<file path="src/pkg/dtc_pkg.sv">
// Constants and types of the transmit control register bank
package dtc_pkg;
  localparam int NUM_PATHS = 2;
  localparam int ADDR_W = 12;
  localparam int DATA_W = 8;
  localparam int SMSB_W = 6;
  localparam int PWR_W = 13;
  localparam int NUM_INT = 9;
  // Top interrupt enable, the one kept in the high register
  localparam int INT_TOP = NUM_INT - 1;
  // Register offsets
  localparam logic [11:0] ADDR_PWR_LOW = 12'h58b;
  localparam logic [11:0] ADDR_PWR_HIGH = 12'h58c;
  localparam logic [11:0] ADDR_TX_SM = 12'h58d;
  localparam logic [11:0] ADDR_BLANK = 12'h596;
  localparam logic [11:0] ADDR_INT_LOW = 12'h597;
  localparam logic [11:0] ADDR_INT_HIGH = 12'h598;
  localparam logic [11:0] ADDR_FLUSH = 12'h599;
  localparam logic [11:0] ADDR_BOOT = 12'h705;
  localparam logic [11:0] ADDR_PLL_PD0 = 12'h790;
  // Field positions
  localparam int BIT_SM_EN = 0;
  localparam int BIT_SOFT_OVR = 2;
  localparam int BIT_SOFT_VAL = 3;
  localparam int BIT_FLUSH = 0;
  localparam int BIT_BOOT = 0;
  localparam int BIT_INT_HIGH = 0;
  localparam int PWR_HIGH_LSB = 8;
  // Reset values
  localparam logic RST_SM_EN = 1'b0;
  localparam logic RST_FLUSH = 1'b1;
  localparam logic [6:0] TX_SM_RSVD = 7'h01;
  localparam logic [8:0] RST_INT_EN = 9'h000;
  localparam logic [7:0] RST_PLL_PD0 = 8'h00;
  // Averaging window of the short power detector
  localparam int AVG_SHIFT = 2;
  localparam logic [1:0] AVG_LAST = 2'h3;
  typedef logic [NUM_PATHS-1:0] dtc_path_t;
endpackage

</file>
<file path="src/dtc_power_avg.sv">
// Short average power detector of one main path
`timescale 1ns/100ps
module dtc_power_avg
  import dtc_pkg::*;
(
  // Clock and reset
  input wire logic clk,
  input wire logic rst_n,
  // Sample stream
  input wire logic sample_valid,
  input wire logic [SMSB_W-1:0] i_msb,
  input wire logic [SMSB_W-1:0] q_msb,
  // Averaged result
  output logic [PWR_W-1:0] power_avg
);
  logic [10:0] i_sq;
  logic [10:0] q_sq;
  logic [11:0] inst_pwr;
  logic [13:0] acc_reg, acc_next;
  logic [1:0] cnt_reg, cnt_next;
  logic [PWR_W-1:0] avg_reg, avg_next;

  // Instantaneous power from signed six-bit samples
  assign i_sq = 11'($signed(i_msb) * $signed(i_msb));
  assign q_sq = 11'($signed(q_msb) * $signed(q_msb));
  assign inst_pwr = {1'b0, i_sq} + {1'b0, q_sq};

  // Accumulate a short window and publish its mean
  always_comb
  begin
    acc_next = acc_reg;
    cnt_next = cnt_reg;
    avg_next = avg_reg;
    if (sample_valid)
    begin
      cnt_next = cnt_reg + 2'h1;
      if (cnt_reg == AVG_LAST)
      begin
        avg_next = PWR_W'((acc_reg + 14'(inst_pwr)) >> AVG_SHIFT);
        acc_next = '0;
      end
      else
        acc_next = acc_reg + 14'(inst_pwr);
    end
  end

  // Detector registers
  always_ff @(posedge clk)
  begin
    if (!rst_n)
    begin
      acc_reg <= '0;
      cnt_reg <= '0;
      avg_reg <= '0;
    end
    else
    begin
      acc_reg <= acc_next;
      cnt_reg <= cnt_next;
      avg_reg <= avg_next;
    end
  end

  assign power_avg = avg_reg;
endmodule // dtc_power_avg

</file>
<file path="src/dtc_tx_regs.sv">
// Transmit control and status register bank of the dual DAC
`timescale 1ns/100ps
module dtc_tx_regs
  import dtc_pkg::*;
(
  // Clock and reset
  input wire logic clk,
  input wire logic rst_n,
  // Register access from the serial port decoder
  input wire logic [ADDR_W-1:0] reg_addr,
  input wire logic [DATA_W-1:0] reg_wdata,
  input wire logic reg_wr,
  input wire logic reg_rd,
  output logic [DATA_W-1:0] reg_rdata,
  // Page selector, one bit per main path
  input wire logic [NUM_PATHS-1:0] main_path_page_select,
  // Main path sample streams
  input wire logic [NUM_PATHS-1:0] sample_valid,
  input wire logic [NUM_PATHS-1:0][SMSB_W-1:0] i_sample_msb,
  input wire logic [NUM_PATHS-1:0][SMSB_W-1:0] q_sample_msb,
  // Transmit enable pins and controls
  input wire logic [NUM_PATHS-1:0] transmit_enable_pin,
  output logic [NUM_PATHS-1:0] transmit_enable,
  output logic [NUM_PATHS-1:0] tx_sm_enable,
  output logic [NUM_PATHS-1:0] flush_enable,
  // Link interrupt conditions
  input wire logic [NUM_INT-1:0] link_int_events,
  output logic [NUM_INT-1:0] link_int_request,
  // Bootloader handshake
  input wire logic bootloader_done,
  input wire logic bootloader_fail,
  output logic bootloader_start,
  // PLL power-down controls
  output logic [DATA_W-1:0] pll_powerdown_control
);
  // Lowest selected path, used to pick read data
  function automatic int unsigned read_path(input dtc_path_t sel);
    read_path = 0;
    for (int k = NUM_PATHS - 1; k >= 0; k--)
      if (sel[k])
        read_path = k;
  endfunction

  // Write strobe for one register offset
  function automatic logic wr_hit(input logic [ADDR_W-1:0] a,
                                  input logic [ADDR_W-1:0] off,
                                  input logic wr);
    wr_hit = wr && (a == off);
  endfunction

  dtc_path_t tx_sm_reg, tx_sm_next;
  dtc_path_t soft_ovr_reg, soft_ovr_next;
  dtc_path_t soft_val_reg, soft_val_next;
  dtc_path_t flush_reg, flush_next;
  dtc_path_t transmit_enable_reg, transmit_enable_next;
  dtc_path_t pin_meta_reg, pin_sync_reg;
  logic [NUM_INT-1:0] int_en_reg, int_en_next;
  logic [NUM_INT-1:0] int_req_reg, int_req_next;
  logic boot_reg, boot_next;
  logic [DATA_W-1:0] pll_pd_reg, pll_pd_next;
  logic [DATA_W-1:0] rdata_reg, rdata_next;
  logic [NUM_PATHS-1:0][PWR_W-1:0] power_avg;
  int unsigned rp;

  // One power detector per main path
  genvar g;
  generate
    for (g = 0; g < NUM_PATHS; g++)
    begin : g_pwr
      dtc_power_avg u_pwr (
        .clk(clk),
        .rst_n(rst_n),
        .sample_valid(sample_valid[g]),
        .i_msb(i_sample_msb[g]),
        .q_msb(q_sample_msb[g]),
        .power_avg(power_avg[g])
      );
    end
  endgenerate

  // Pin synchroniser, first stage read only by the second
  always_ff @(posedge clk)
  begin
    if (!rst_n)
    begin
      pin_meta_reg <= '0;
      pin_sync_reg <= '0;
    end
    else
    begin
      pin_meta_reg <= transmit_enable_pin;
      pin_sync_reg <= pin_meta_reg;
    end
  end

  // Paged path controls, written on every selected path
  always_comb
  begin
    tx_sm_next = tx_sm_reg;
    soft_ovr_next = soft_ovr_reg;
    soft_val_next = soft_val_reg;
    flush_next = flush_reg;
    for (int p = 0; p < NUM_PATHS; p++)
    begin
      if (main_path_page_select[p])
      begin
        if (wr_hit(reg_addr, ADDR_TX_SM, reg_wr))
          tx_sm_next[p] = reg_wdata[BIT_SM_EN];
        if (wr_hit(reg_addr, ADDR_BLANK, reg_wr))
        begin
          soft_ovr_next[p] = reg_wdata[BIT_SOFT_OVR];
          soft_val_next[p] = reg_wdata[BIT_SOFT_VAL];
        end
        if (wr_hit(reg_addr, ADDR_FLUSH, reg_wr))
          flush_next[p] = reg_wdata[BIT_FLUSH];
      end
    end
  end

  // Transmit enable source per path
  always_comb
  begin
    for (int p = 0; p < NUM_PATHS; p++)
      transmit_enable_next[p] = soft_ovr_reg[p] ? soft_val_reg[p]
                                     : pin_sync_reg[p];
  end

  // Path control registers
  always_ff @(posedge clk)
  begin
    if (!rst_n)
    begin
      tx_sm_reg <= {NUM_PATHS{RST_SM_EN}};
      soft_ovr_reg <= '0;
      soft_val_reg <= '0;
      flush_reg <= {NUM_PATHS{RST_FLUSH}};
      transmit_enable_reg <= '0;
    end
    else
    begin
      tx_sm_reg <= tx_sm_next;
      soft_ovr_reg <= soft_ovr_next;
      soft_val_reg <= soft_val_next;
      flush_reg <= flush_next;
      transmit_enable_reg <= transmit_enable_next;
    end
  end

  // Global controls: interrupt enables, bootloader, PLL power-down
  always_comb
  begin
    int_en_next = int_en_reg;
    boot_next = boot_reg;
    pll_pd_next = pll_pd_reg;
    if (wr_hit(reg_addr, ADDR_INT_LOW, reg_wr))
      int_en_next[INT_TOP-1:0] = reg_wdata;
    if (wr_hit(reg_addr, ADDR_INT_HIGH, reg_wr))
      int_en_next[INT_TOP] = reg_wdata[BIT_INT_HIGH];
    if (wr_hit(reg_addr, ADDR_PLL_PD0, reg_wr))
      pll_pd_next = reg_wdata;
    // Self clear on completion; a new start in the same cycle wins
    if (bootloader_done || bootloader_fail)
      boot_next = 1'b0;
    if (wr_hit(reg_addr, ADDR_BOOT, reg_wr) && reg_wdata[BIT_BOOT])
      boot_next = 1'b1;
    // Each condition passes only under its own enable
    int_req_next = link_int_events & int_en_reg;
  end

  // Global control registers
  always_ff @(posedge clk)
  begin
    if (!rst_n)
    begin
      int_en_reg <= RST_INT_EN;
      int_req_reg <= '0;
      boot_reg <= 1'b0;
      pll_pd_reg <= RST_PLL_PD0;
    end
    else
    begin
      int_en_reg <= int_en_next;
      int_req_reg <= int_req_next;
      boot_reg <= boot_next;
      pll_pd_reg <= pll_pd_next;
    end
  end

  // Read mux, answered one cycle after the read strobe
  assign rp = read_path(main_path_page_select);
  always_comb
  begin
    rdata_next = '0;
    if (reg_rd)
    begin
      unique case (reg_addr)
        ADDR_PWR_LOW: rdata_next = power_avg[rp][7:0];
        ADDR_PWR_HIGH:
          rdata_next = {3'h0, power_avg[rp][PWR_W-1:PWR_HIGH_LSB]};
        ADDR_TX_SM: rdata_next = {TX_SM_RSVD, tx_sm_reg[rp]};
        ADDR_BLANK:
          rdata_next = {4'h0, soft_val_reg[rp], soft_ovr_reg[rp], 2'h0};
        ADDR_INT_LOW: rdata_next = int_en_reg[INT_TOP-1:0];
        ADDR_INT_HIGH: rdata_next = {7'h00, int_en_reg[INT_TOP]};
        ADDR_FLUSH: rdata_next = {7'h00, flush_reg[rp]};
        ADDR_BOOT: rdata_next = {7'h00, boot_reg};
        ADDR_PLL_PD0: rdata_next = pll_pd_reg;
        default: rdata_next = '0;
      endcase
    end
  end

  // Read data register
  always_ff @(posedge clk)
  begin
    if (!rst_n)
      rdata_reg <= '0;
    else
      rdata_reg <= rdata_next;
  end

  // Outputs straight from flip-flops
  assign reg_rdata = rdata_reg;
  assign transmit_enable = transmit_enable_reg;
  assign tx_sm_enable = tx_sm_reg;
  assign flush_enable = flush_reg;
  assign link_int_request = int_req_reg;
  assign bootloader_start = boot_reg;
  assign pll_powerdown_control = pll_pd_reg;
endmodule // dtc_tx_regs

</file>
<file path="config.mk">
export PLATFORM = sky130hd
export DESIGN_NAME = dtc_tx_regs
export DESIGN_NICKNAME = d
export VERILOG_FILES = /design/src/pkg/dtc_pkg.sv /design/src/dtc_power_avg.sv /design/src/dtc_tx_regs.sv
export SDC_FILE = /design/constraint.sdc
export NUM_CORES = 1
export LEC_CHECK = 0
export BUFFER_PORTS_ARGS = -buffer_cell sky130_fd_sc_hd__buf_2
export CAP_MARGIN = 40
export CORE_MARGIN = 4
export CORE_UTILIZATION = 49
export DETAILED_ROUTE_END_ITERATION = 6
export HOLD_SLACK_MARGIN = 0.03
export PLACE_DENSITY_LB_ADDON = 0.2
export SLEW_MARGIN = 40
export SYNTH_ARGS = -nofsm -noshare
export SYNTH_HDL_FRONTEND = slang
export SYNTH_SLANG_ARGS = --single-unit
export TNS_END_PERCENT = 30
</file>
<file path="constraint.sdc">
create_clock -name clk -period 5.88 [get_ports clk]
set_input_delay 0.588 -clock clk [delete_from_list [all_inputs] [get_ports clk]]
set_output_delay 0.588 -clock clk [all_outputs]
set_load 0.01 [all_outputs]
</file>
==> reports/summary.log, run 1 <==
[run_status] result of the run finished clean
[synthesis] synthesized cell area 0.00957 mm²
[pwr] Power Total 6870 µW
[synthesis] Distinct cells, synth 59
[cts] number of clock sinks 105
[hold_path] end of the worst hold path pin_sync_reg[0]
[synthesis] area fraction of the dominant cell type after synthesis 22.0%
[critical_path] critical path class input port to flop
[route] total detailed-routing wirelength 20500 µm
[timing] final setup TNS 0 ps
[global_routing] grt total ovfl 0
[timing] Final Max Slew Viols 0
[global_routing] GRT Util Overall 19.3%
[final_layout] area added between synthesis and finish 17.5%
[synthesis] Most used DFF post-synth sky130_fd_sc_hd__dfxtp_1
[timing] endpoints failing hold 0
[final_layout] area of all placed cells without fillers 0.0112 mm²
[cts] Inserted Clock Buffers 9
[synthesis] largest family of logic cells by synthesized area adder cells
[pwr] cell leakage power 0.00549 µW
[floorplanning] Core Region 0.0190 mm²
[route] average routed wire per standard cell 13.3 µm
[floorplanning] die footprint 0.0218 mm²
[route] ANT nets after route 0
[synthesis] Adder-Cell Fraction of Synth Area 30.5%
[global_routing] wire length of the first global-routing pass 35700 µm
[hold_path] Hold Crit Class flop to flop
[final_layout] share of the core filled with cells 59.3%
[route] first drt pass iteration count 5
[critical_path] critical path endpoint category flop
[critical_path] count of cells along the worst register-to-register path 10
[placed_design] Placed Area 0.0109 mm²
[final_layout] Fillers 1735
[cts] CTS Root Cell sky130_fd_sc_hd__clkbuf_16
[critical_path] endpoint of the most critical register-to-register path g_pwr[0].u_pwr.acc_reg[11]
[timing] Final period util 96.5%
[cts] clock tree from TritonCTS yes
[critical_path] Critical R2R Launch g_pwr[0].u_pwr.acc_reg[3]
[synthesis] Net Count, Synth 1369
[synthesis] most area-consuming cells after synthesis sky130_fd_sc_hd__dfxtp_1 (22%), sky130_fd_sc_hd__fa_1 (20%), sky130_fd_sc_hd__ha_1 (11%), sky130_fd_sc_hd__inv_1 (7.5%), sky130_fd_sc_hd__nand2_1 (4.6%)
[synthesis] synthesized flop and latch total 105
[cts] clock insertion delay at the later pin of the skew report 350 ps
[global_routing] met3 GRT Util 2.42%
[hold_path] Hold Path Stages 1
[synthesis] sequential element share of the synthesized area 22.0%
[global_routing] met2 global-route usage 32.3%
[synthesis] simple-gate share of the synthesized area 19.3%
[timing] total of endpoints with negative setup slack in the final report 0
[synthesis] Post-synth ARST share 0%
[floorplanning] row cnt 50
[cts] PostCTS Resize Cnt 0
[route] remaining routing DRC violations 0
[timing] maximum clock skew at final layout 13.8 ps
[final_layout] Inserted Diodes 0
[route] starting DRC count in detailed routing 365
[global_routing] vias in the first global route 7694
[hold_path] hold path start pin_meta_reg[0]
[cts] Bufs on Longest Clock Path 2
[floorplanning] initial core utilization 50.5%
[critical_path] Max FO, Critical Path 2
[final_layout] share of layout cells above drive strength 1 17.7%
[global_routing] layer with the highest usage met2
[synthesis] parity-gate share of the synthesized area counting xor and xnor cells 5.22%
[global_routing] global-route met1 utilization 27.2%
[cts] count of H-tree levels built during CTS 3
[placed_design] number of input and output port buffers inserted 96
[timing] least setup slack across all paths after layout 205 ps
[cts] post-CTS clock slew at the launch and capture registers of the worst setup and hold paths 70 ps
[synthesis] compound-cell area share of the yosys netlist 12.2%
[timing] f_max 176 MHz
[floorplanning] Horiz. Die Dim 148 µm
[critical_path] worst reg2reg setup slack 3260 ps
[global_routing] initial antenna violation count 0
[global_routing] pin count of the biggest net entering global routing 49
[pwr] pwr/cell area 611 mW/mm²
[final_layout] nets@finish 1523
[critical_path] required arrival time at the worst endpoint 6150 ps
[route] vias per std cell 5.08
[floorplanning] number of top-level design ports 97
[synthesis] syn avg cell area 8.49 µm²
[synthesis] mux share of post-synthesis cell area 1.46%
[timing] actual slew at the worst max-slew pin 765 ps
[placed_design] global placement routability congestion 0.839
[synthesis] post-synthesis cell type with the largest combined area sky130_fd_sc_hd__dfxtp_1
[placed_design] Post-Place Setup Slack -124 ps
[run] max-cap check violation count 0
[pwr] largest vdd supply drop 706 µV
[floorplanning] Die Height 148 µm
[timing] Period minus WS final 5670 ps
[cts] Setup Fix Bufs, Post-CTS 0
[critical_path] crit path DAT 5940 ps
[placed_design] HPWL after detailed placement 16700 µm
[synthesis] Synth Warn # 0
[route] total number of vias 7852
[synthesis] Mapped Cells 1127
[critical_path] Startpoint Class input port
[final_layout] number of flip-flops in the largest register 28
[synthesis] count of flip-flops with a built-in enable after synthesis 0
[timing] Worst slew margin 49.0%
[cts] Hold Buf Count CTS 0
final cells by class:
cell class | instances | area (µm²) | share of cell area [%]
Timing Repair Buffer | 183 | 1150 | 10.3
Tap cell | 260 | 325 | 2.89
Sequential cell | 105 | 2100 | 18.7
Clock buffer | 11 | 243 | 2.16
Inverter | 191 | 717 | 6.38
Clock inverter | 5 | 47.5 | 0.423
Multi-Input combinational cell | 791 | 6650 | 59.2
critical path, stage by stage:
cell,delay [ps]
sky130_fd_sc_hd__buf_2,100
sky130_fd_sc_hd__and2_4,160
sky130_fd_sc_hd__fa_1,500
sky130_fd_sc_hd__inv_1,50
sky130_fd_sc_hd__fa_1,540
sky130_fd_sc_hd__inv_2,40
sky130_fd_sc_hd__fa_1,540
sky130_fd_sc_hd__inv_1,60
sky130_fd_sc_hd__fa_1,500
sky130_fd_sc_hd__inv_1,60
sky130_fd_sc_hd__ha_1,210
sky130_fd_sc_hd__a21oi_1,140
sky130_fd_sc_hd__nor2_1,50
sky130_fd_sc_hd__nor2_1,140
sky130_fd_sc_hd__o21bai_1,120
sky130_fd_sc_hd__a21oi_2,190
sky130_fd_sc_hd__xnor2_2,110
sky130_fd_sc_hd__fa_1,560
sky130_fd_sc_hd__inv_2,50
sky130_fd_sc_hd__ha_4,230
sky130_fd_sc_hd__a21o_1,170
sky130_fd_sc_hd__a21oi_2,130
sky130_fd_sc_hd__nor2b_1,60
sky130_fd_sc_hd__or4b_1,500
sky130_fd_sc_hd__a31oi_1,130
worst max-delay path by stage:
stage / start / end / slack (ps) / depth (start not counted)
finish: i_sample_msb[4] / g_pwr[0].u_pwr.acc_reg[13] / 210 / 25
global route: i_sample_msb[5] / g_pwr[0].u_pwr.acc_reg[13] / -7 / 26
CTS: i_sample_msb[4] / g_pwr[0].u_pwr.acc_reg[13] / 220 / 25
detailed placement: q_sample_msb[4] / g_pwr[0].u_pwr.acc_reg[10] / -120 / 24
global placement: i_sample_msb[4] / g_pwr[0].u_pwr.acc_reg[10] / -70 / 24
floorplan: q_sample_msb[5] / g_pwr[0].u_pwr.acc_reg[13] / 6 / 26
power breakdown:
part	total [µW]	internal, µW	leakage, µW	switching, µW
sequential	817	785	0.000852	31.9
clock	587	307	0.000140	280
combinational	5470	2610	0.00450	2850
through the flow:
step,hold slack [ps],instances
6_report,437,1546
5_1_grt,450,1546
4_1_cts,437,1545
3_5_place_dp,420,1529
3_3_place_gp,418,1529
2_1_floorplan,412,1127
layer usage:
metal  vias to the layer above  part of all wire (%)
li1                       3986                     -
met1                      3697                    48
met2                       154                    46
met3                        15                   4.3
met4                         0                  0.99
met5                         -                     0
cells by family (layout without fill, tap and decap cells):
family,after synthesis,after routing
buf+inv,231,390
mux,14,14
compound gates,190,190
fa+ha+maj,177,177
flops,105,105
simple gates,353,353
xor+xnor,57,57
synth_stat cells (5+ instances only):
cell type                     n
sky130_fd_sc_hd__o21bai_1     8
sky130_fd_sc_hd__inv_1      190
sky130_fd_sc_hd__nor2_1      61
sky130_fd_sc_hd__and2_1      46
sky130_fd_sc_hd__and3_1      11
sky130_fd_sc_hd__nand2_1    118
sky130_fd_sc_hd__nand4_1      7
sky130_fd_sc_hd__or3_1        9
sky130_fd_sc_hd__nand3_1     34
sky130_fd_sc_hd__a22oi_1      5
sky130_fd_sc_hd__mux2i_1     14
sky130_fd_sc_hd__nor2b_1      9
sky130_fd_sc_hd__nor3_1       6
sky130_fd_sc_hd__a21o_1      11
sky130_fd_sc_hd__dfxtp_1    105
sky130_fd_sc_hd__xnor2_1     40
sky130_fd_sc_hd__o21ai_0     26
sky130_fd_sc_hd__nand4b_1     9
sky130_fd_sc_hd__clkbuf_1    30
sky130_fd_sc_hd__a2bb2oi_1    5
sky130_fd_sc_hd__a31oi_1     11
sky130_fd_sc_hd__o22ai_1     14
sky130_fd_sc_hd__nand2b_1    19
sky130_fd_sc_hd__ha_1        83
sky130_fd_sc_hd__xor2_1      17
sky130_fd_sc_hd__a21oi_1     80
sky130_fd_sc_hd__fa_1        94
sky130_fd_sc_hd__nand3b_1     5
layout by cell type, fill, tap and decap left out, types with 4 or more instances in the layout:
cell type and count:
sky130_fd_sc_hd__o21ai_0 26, sky130_fd_sc_hd__buf_4 86, sky130_fd_sc_hd__nor2_1 61, sky130_fd_sc_hd__fa_1 94, sky130_fd_sc_hd__nand3_1 34, sky130_fd_sc_hd__a22oi_1 5
sky130_fd_sc_hd__a211oi_1 4, sky130_fd_sc_hd__dfxtp_1 105, sky130_fd_sc_hd__nand2b_1 19, sky130_fd_sc_hd__nor3_1 6, sky130_fd_sc_hd__and2_1 44, sky130_fd_sc_hd__a31oi_1 10
sky130_fd_sc_hd__nand3b_1 5, sky130_fd_sc_hd__xnor2_1 39, sky130_fd_sc_hd__a21oi_2 7, sky130_fd_sc_hd__o21bai_1 8, sky130_fd_sc_hd__inv_2 5, sky130_fd_sc_hd__xor2_1 16
sky130_fd_sc_hd__inv_1 186, sky130_fd_sc_hd__nand4_1 7, sky130_fd_sc_hd__or3_1 9, sky130_fd_sc_hd__a2bb2oi_1 5, sky130_fd_sc_hd__and3_1 11, sky130_fd_sc_hd__a21oi_1 74
sky130_fd_sc_hd__a221oi_1 4, sky130_fd_sc_hd__ha_1 81, sky130_fd_sc_hd__nor2b_1 9, sky130_fd_sc_hd__mux2i_1 14, sky130_fd_sc_hd__a21o_1 11, sky130_fd_sc_hd__clkbuf_16 9
sky130_fd_sc_hd__buf_2 96, sky130_fd_sc_hd__nand4b_1 9, sky130_fd_sc_hd__o22ai_1 14, sky130_fd_sc_hd__nand2_1 118
(Power assumes the default switching activity.)
==> run 2, diff against run 1 <==
--- a/config.mk
+++ b/config.mk
@@ -5,6 +5,7 @@
 export SDC_FILE = /design/constraint.sdc
 export NUM_CORES = 1
 export LEC_CHECK = 0
+export ABC_AREA = 1
 export BUFFER_PORTS_ARGS = -buffer_cell sky130_fd_sc_hd__buf_2
 export CAP_MARGIN = 40
 export CORE_MARGIN = 4
==> reports/summary.log, run 2 <==
[placed_design] placed instance count 1763 [+15%]
[synthesis] post-synthesis cell type with the largest combined area sky130_fd_sc_hd__dfxtp_1
[final_layout] Fillers 1970 [+14%]
[run_status] result of the run finished clean
[placed_design] Post-Place Setup Slack 1.67 ps [+126 ps]
[global_routing] wire length of the first global-routing pass 36900 µm [+3.4%]
[final_layout] area used by sequential logic in the layout 0.00210 mm² [unchanged]
[critical_path] crit path DAT 5740 ps [-200 ps]
[floorplanning] initial core utilization 50.6% [+0.088 points]
[critical_path] endpoint of the most critical register-to-register path g_pwr[1].u_pwr.power_avg[8]
[final_layout] number of flip-flops in the largest register 28 [unchanged]
[cts] clock insertion delay at the later pin of the skew report 360 ps [about the same]
[final_layout] nets@finish 1751 [+15%]
[critical_path] worst reg2reg setup slack 3580 ps [+320 ps]
[synthesis] Most used DFF post-synth sky130_fd_sc_hd__dfxtp_1
[synthesis] Post-synth ARST share 0% [unchanged]
[critical_path] count of cells along the worst register-to-register path 12 [+2]
[route] starting DRC count in detailed routing 328 [-10%]
[cts] Hold Buf Count CTS 0 [unchanged]
[critical_path] required arrival time at the worst endpoint 6160 ps [about the same]
[hold_path] hold path start pin_meta_reg[1]
[floorplanning] Die Height 151 µm [+2.1%]
[global_routing] initial antenna violation count 0 [unchanged]
[final_layout] most common library cell in the layout ignoring fill and taps sky130_fd_sc_hd__inv_1
[route] total number of vias 8481 [+8.0%]
[synthesis] list of most frequent post-synthesis cells sky130_fd_sc_hd__inv_1 (350), sky130_fd_sc_hd__nand2_1 (334), sky130_fd_sc_hd__nor2_1 (124)
[floorplanning] row cnt 51 [+2.0%]
[final_layout] Inserted Diodes 0 [unchanged]
[timing] maximum clock skew at final layout 15.7 ps [+1.88 ps]
[timing] final setup TNS 0 ps [unchanged]
[global_routing] GRT Util Overall 19.7% [+0.45 points]
[global_routing] vias in the first global route 7908 [+2.8%]
[critical_path] count of buffering cells on the critical path with inverters included 8 [+2]
[timing] endpoints failing hold 0 [unchanged]
[final_layout] area of all placed cells without fillers 0.0111 mm² [-1.3%]
[timing] f_max 183 MHz [+3.9%]
[critical_path] crit-path most repeated cell sky130_fd_sc_hd__inv_1
[cts] Bufs on Longest Clock Path 2 [unchanged]
[final_layout] top library cells by usage in the layout, fill and taps aside sky130_fd_sc_hd__inv_1 (350), sky130_fd_sc_hd__nand2_1 (334), sky130_fd_sc_hd__nor2_1 (122)
[synthesis] Distinct cells, synth 35 [-41%]
[placed_design] global placement routability congestion 0.871 [+3.8%]
[final_layout] multi-input combinational cell area 0.00647 mm² [-2.7%]
[final_layout] area added between synthesis and finish 10.9%
[global_routing] pin count of the biggest net entering global routing 62 [+27%]
[placed_design] HPWL after detailed placement 17700 µm [+5.8%]
[route] average routed wire per standard cell 12.1 µm [-8.5%]
[timing] Final period util 92.9% [-3.6 points]
[hold_path] end of the worst hold path pin_sync_reg[1]
[final_layout] share of layout cells above drive strength 1 10.2% [-7.4 points]
[synthesis] count of flip-flops with a built-in enable after synthesis 0 [unchanged]
[floorplanning] number of top-level design ports 97 [unchanged]
[timing] least setup slack across all paths after layout 418 ps [+213 ps]
[cts] Inserted Clock Buffers 9 [unchanged]
[floorplanning] die footprint 0.0228 mm² [+4.3%]
[route] ANT nets after route 0 [unchanged]
[synthesis] Net Count, Synth 1659 [+21%]
[critical_path] critical path class input port to flop
[critical_path] Max FO, Critical Path 9 [+7]
[critical_path] critical path endpoint category flop
[critical_path] standard cell with the maximum stage delay on the critical path sky130_fd_sc_hd__fa_1
[pwr] largest vdd supply drop 451 µV [-36%]
[hold_path] Hold Path Stages 2 [+1]
[cts] CTS Root Cell sky130_fd_sc_hd__clkbuf_16
[critical_path] Critical R2R Launch g_pwr[1].u_pwr.acc_reg[7]
[synthesis] sequential element share of the synthesized area 21.0% [-0.95 points]
[synthesis] count leader, synth sky130_fd_sc_hd__inv_1
[critical_path] cell family with the largest share of critical-path delay adder cells
[pwr] pwr/cell area 568 mW/mm² [-7.1%]
[timing] unrepaired setup endpoints after global routing no
[timing] Worst slew margin 52.6% [+3.6 points]
[global_routing] grt total ovfl 0 [unchanged]
[synthesis] Synth Warn # 0 [unchanged]
[hold_path] Hold Crit Class flop to flop
[cts] number of clock sinks 105 [unchanged]
[synthesis] most area-consuming cells after synthesis sky130_fd_sc_hd__dfxtp_1 (21%), sky130_fd_sc_hd__fa_1 (19%), sky130_fd_sc_hd__inv_1 (13%), sky130_fd_sc_hd__nand2_1 (13%), sky130_fd_sc_hd__ha_1 (10%)
[timing] total of endpoints with negative setup slack in the final report 0 [unchanged]
[critical_path] CP peak stage delay 540 ps [-20 ps]
[cts] count of H-tree levels built during CTS 3 [unchanged]
[critical_path] cell count along the critical path 26 [+4.0%]
[placed_design] number of input and output port buffers inserted 96 [unchanged]
[pwr] cell leakage power 0.00624 µW [+14%]
[synthesis] syn avg cell area 7.06 µm² [-17%]
[critical_path] Startpoint Class input port
[synthesis] Mapped Cells 1417 [+26%]
[placed_design] Placed Area 0.0108 mm² [-0.81%]
[final_layout] share of the core filled with cells 56.0% [-3.2 points]
[synthesis] area fraction of the dominant cell type after synthesis 21.0% [-0.95 points]
[run] max-cap check violation count 0 [unchanged]
[timing] Period minus WS final 5460 ps [-213 ps]
[cts] post-CTS clock slew at the launch and capture registers of the worst setup and hold paths 70 ps [about the same]
[route] total detailed-routing wirelength 21600 µm [+5.3%]
[synthesis] synthesized cell area 0.0100 mm² [+4.5%]
[route] first drt pass iteration count 5 [unchanged]
[synthesis] synthesized flop and latch total 105 [unchanged]
[route] remaining routing DRC violations 0 [unchanged]
[floorplanning] Horiz. Die Dim 151 µm [+2.1%]
[route] vias per std cell 4.77 [-6.1%]
[timing] actual slew at the worst max-slew pin 711 ps [-54.2 ps]
[timing] Final Max Slew Viols 0 [unchanged]
[final_layout] Cell Count, Final, Fillers Out 1779 [+15%]
[floorplanning] Core Region 0.0198 mm² [+4.4%]
[cts] clock tree from TritonCTS yes
==> run 2: cell count changes in the layout (fill, tap and decap cells not counted), moves of 15 or more <==
cell | previous run | this run
sky130_fd_sc_hd__and2_1 | 44 | 0
sky130_fd_sc_hd__buf_4 | 86 | 9
sky130_fd_sc_hd__inv_1 | 186 | 350
sky130_fd_sc_hd__nand2_1 | 118 | 334
sky130_fd_sc_hd__nand2b_1 | 19 | 0
sky130_fd_sc_hd__nand3_1 | 34 | 71
sky130_fd_sc_hd__nor2_1 | 61 | 122
sky130_fd_sc_hd__o21ai_0 | 26 | 54
sky130_fd_sc_hd__xnor2_1 | 39 | 24
==> run 2: timing repair <==
action,CTS,global route
buffers inserted,0,0
gates resized for setup,0,4
endpoints found under the setup margin,0,6
==> run 2: report_power, final <==
part / leakage [µW] / switching [µW] / internal (µW) / total, µW
clock network: 0.000143 / 286 / 316 / 603
logic: 0.00524 / 3100 / 1790 / 4890
registers: 0.000853 / 27.1 / 775 / 803
total: 0.00624 / 3410 / 2880 / 6290
==> run 2: layer usage <==
layer  GRT usage [%]  vias to the layer above  part of all wire (%)
met1            28.1                     3863                    48
met5               0                        -                     0
li1                -                     4433                     -
met3            2.27                       21                   4.6
met4            4.76                        0                   1.3
met2            32.3                      164                    46
==> run 2: logic make-up (layout without fill, tap and decap cells) <==
family | after synthesis | after routing | synth area share (%)
and+or+nand+nor | 562 | 562 | 23.2
buffers and inverters | 380 | 477 | 14.5
adders and majority gates | 177 | 177 | 29.2
AOI/OAI and AO/OA | 147 | 147 | 8.04
DFF | 105 | 105 | 21.0
xor gates and xnor gates | 46 | 46 | 4.03
==> run 2: final cells by class <==
cell class	count	share of cell area, %
clock buffers	11	2.28
multi-input cells	932	58.4
repair buffers	105	4.94
clock inverters	5	0.384
inverters	356	12.1
well taps	265	2.99
flip-flops and latches	105	19.0
==> run 2: worst max-delay path by stage <==
stage                                         to  slack [ps]             from
floorplan           g_pwr[0].u_pwr.power_avg[11]         270  q_sample_msb[5]
global placement       g_pwr[0].u_pwr.acc_reg[9]         120  q_sample_msb[5]
detailed placement  g_pwr[0].u_pwr.power_avg[10]           2  q_sample_msb[5]
CTS                 g_pwr[0].u_pwr.power_avg[10]         370  q_sample_msb[5]
global route           g_pwr[0].u_pwr.acc_reg[9]           6  q_sample_msb[5]
finish                 g_pwr[0].u_pwr.acc_reg[9]         420  q_sample_msb[5]
==> run 2: stage by stage <==
stage,hold slack [ps],power [µW]
after global routing,424,7130
final,414,6290
after global placement,396,5560
after detailed placement,401,5600
after floorplan,390,4510
after CTS,411,6230
==> run 2: worst reg2reg max path, delay by kind of cell (launching register included) <==
| family | cells | cell delay [ps] |
|---|---|---|
| flops | 1 | 340 |
| simple gates | 6 | 600 |
| fa+ha+maj | 2 | 840 |
| compound gates | 1 | 290 |
| buf+inv | 3 | 150 |
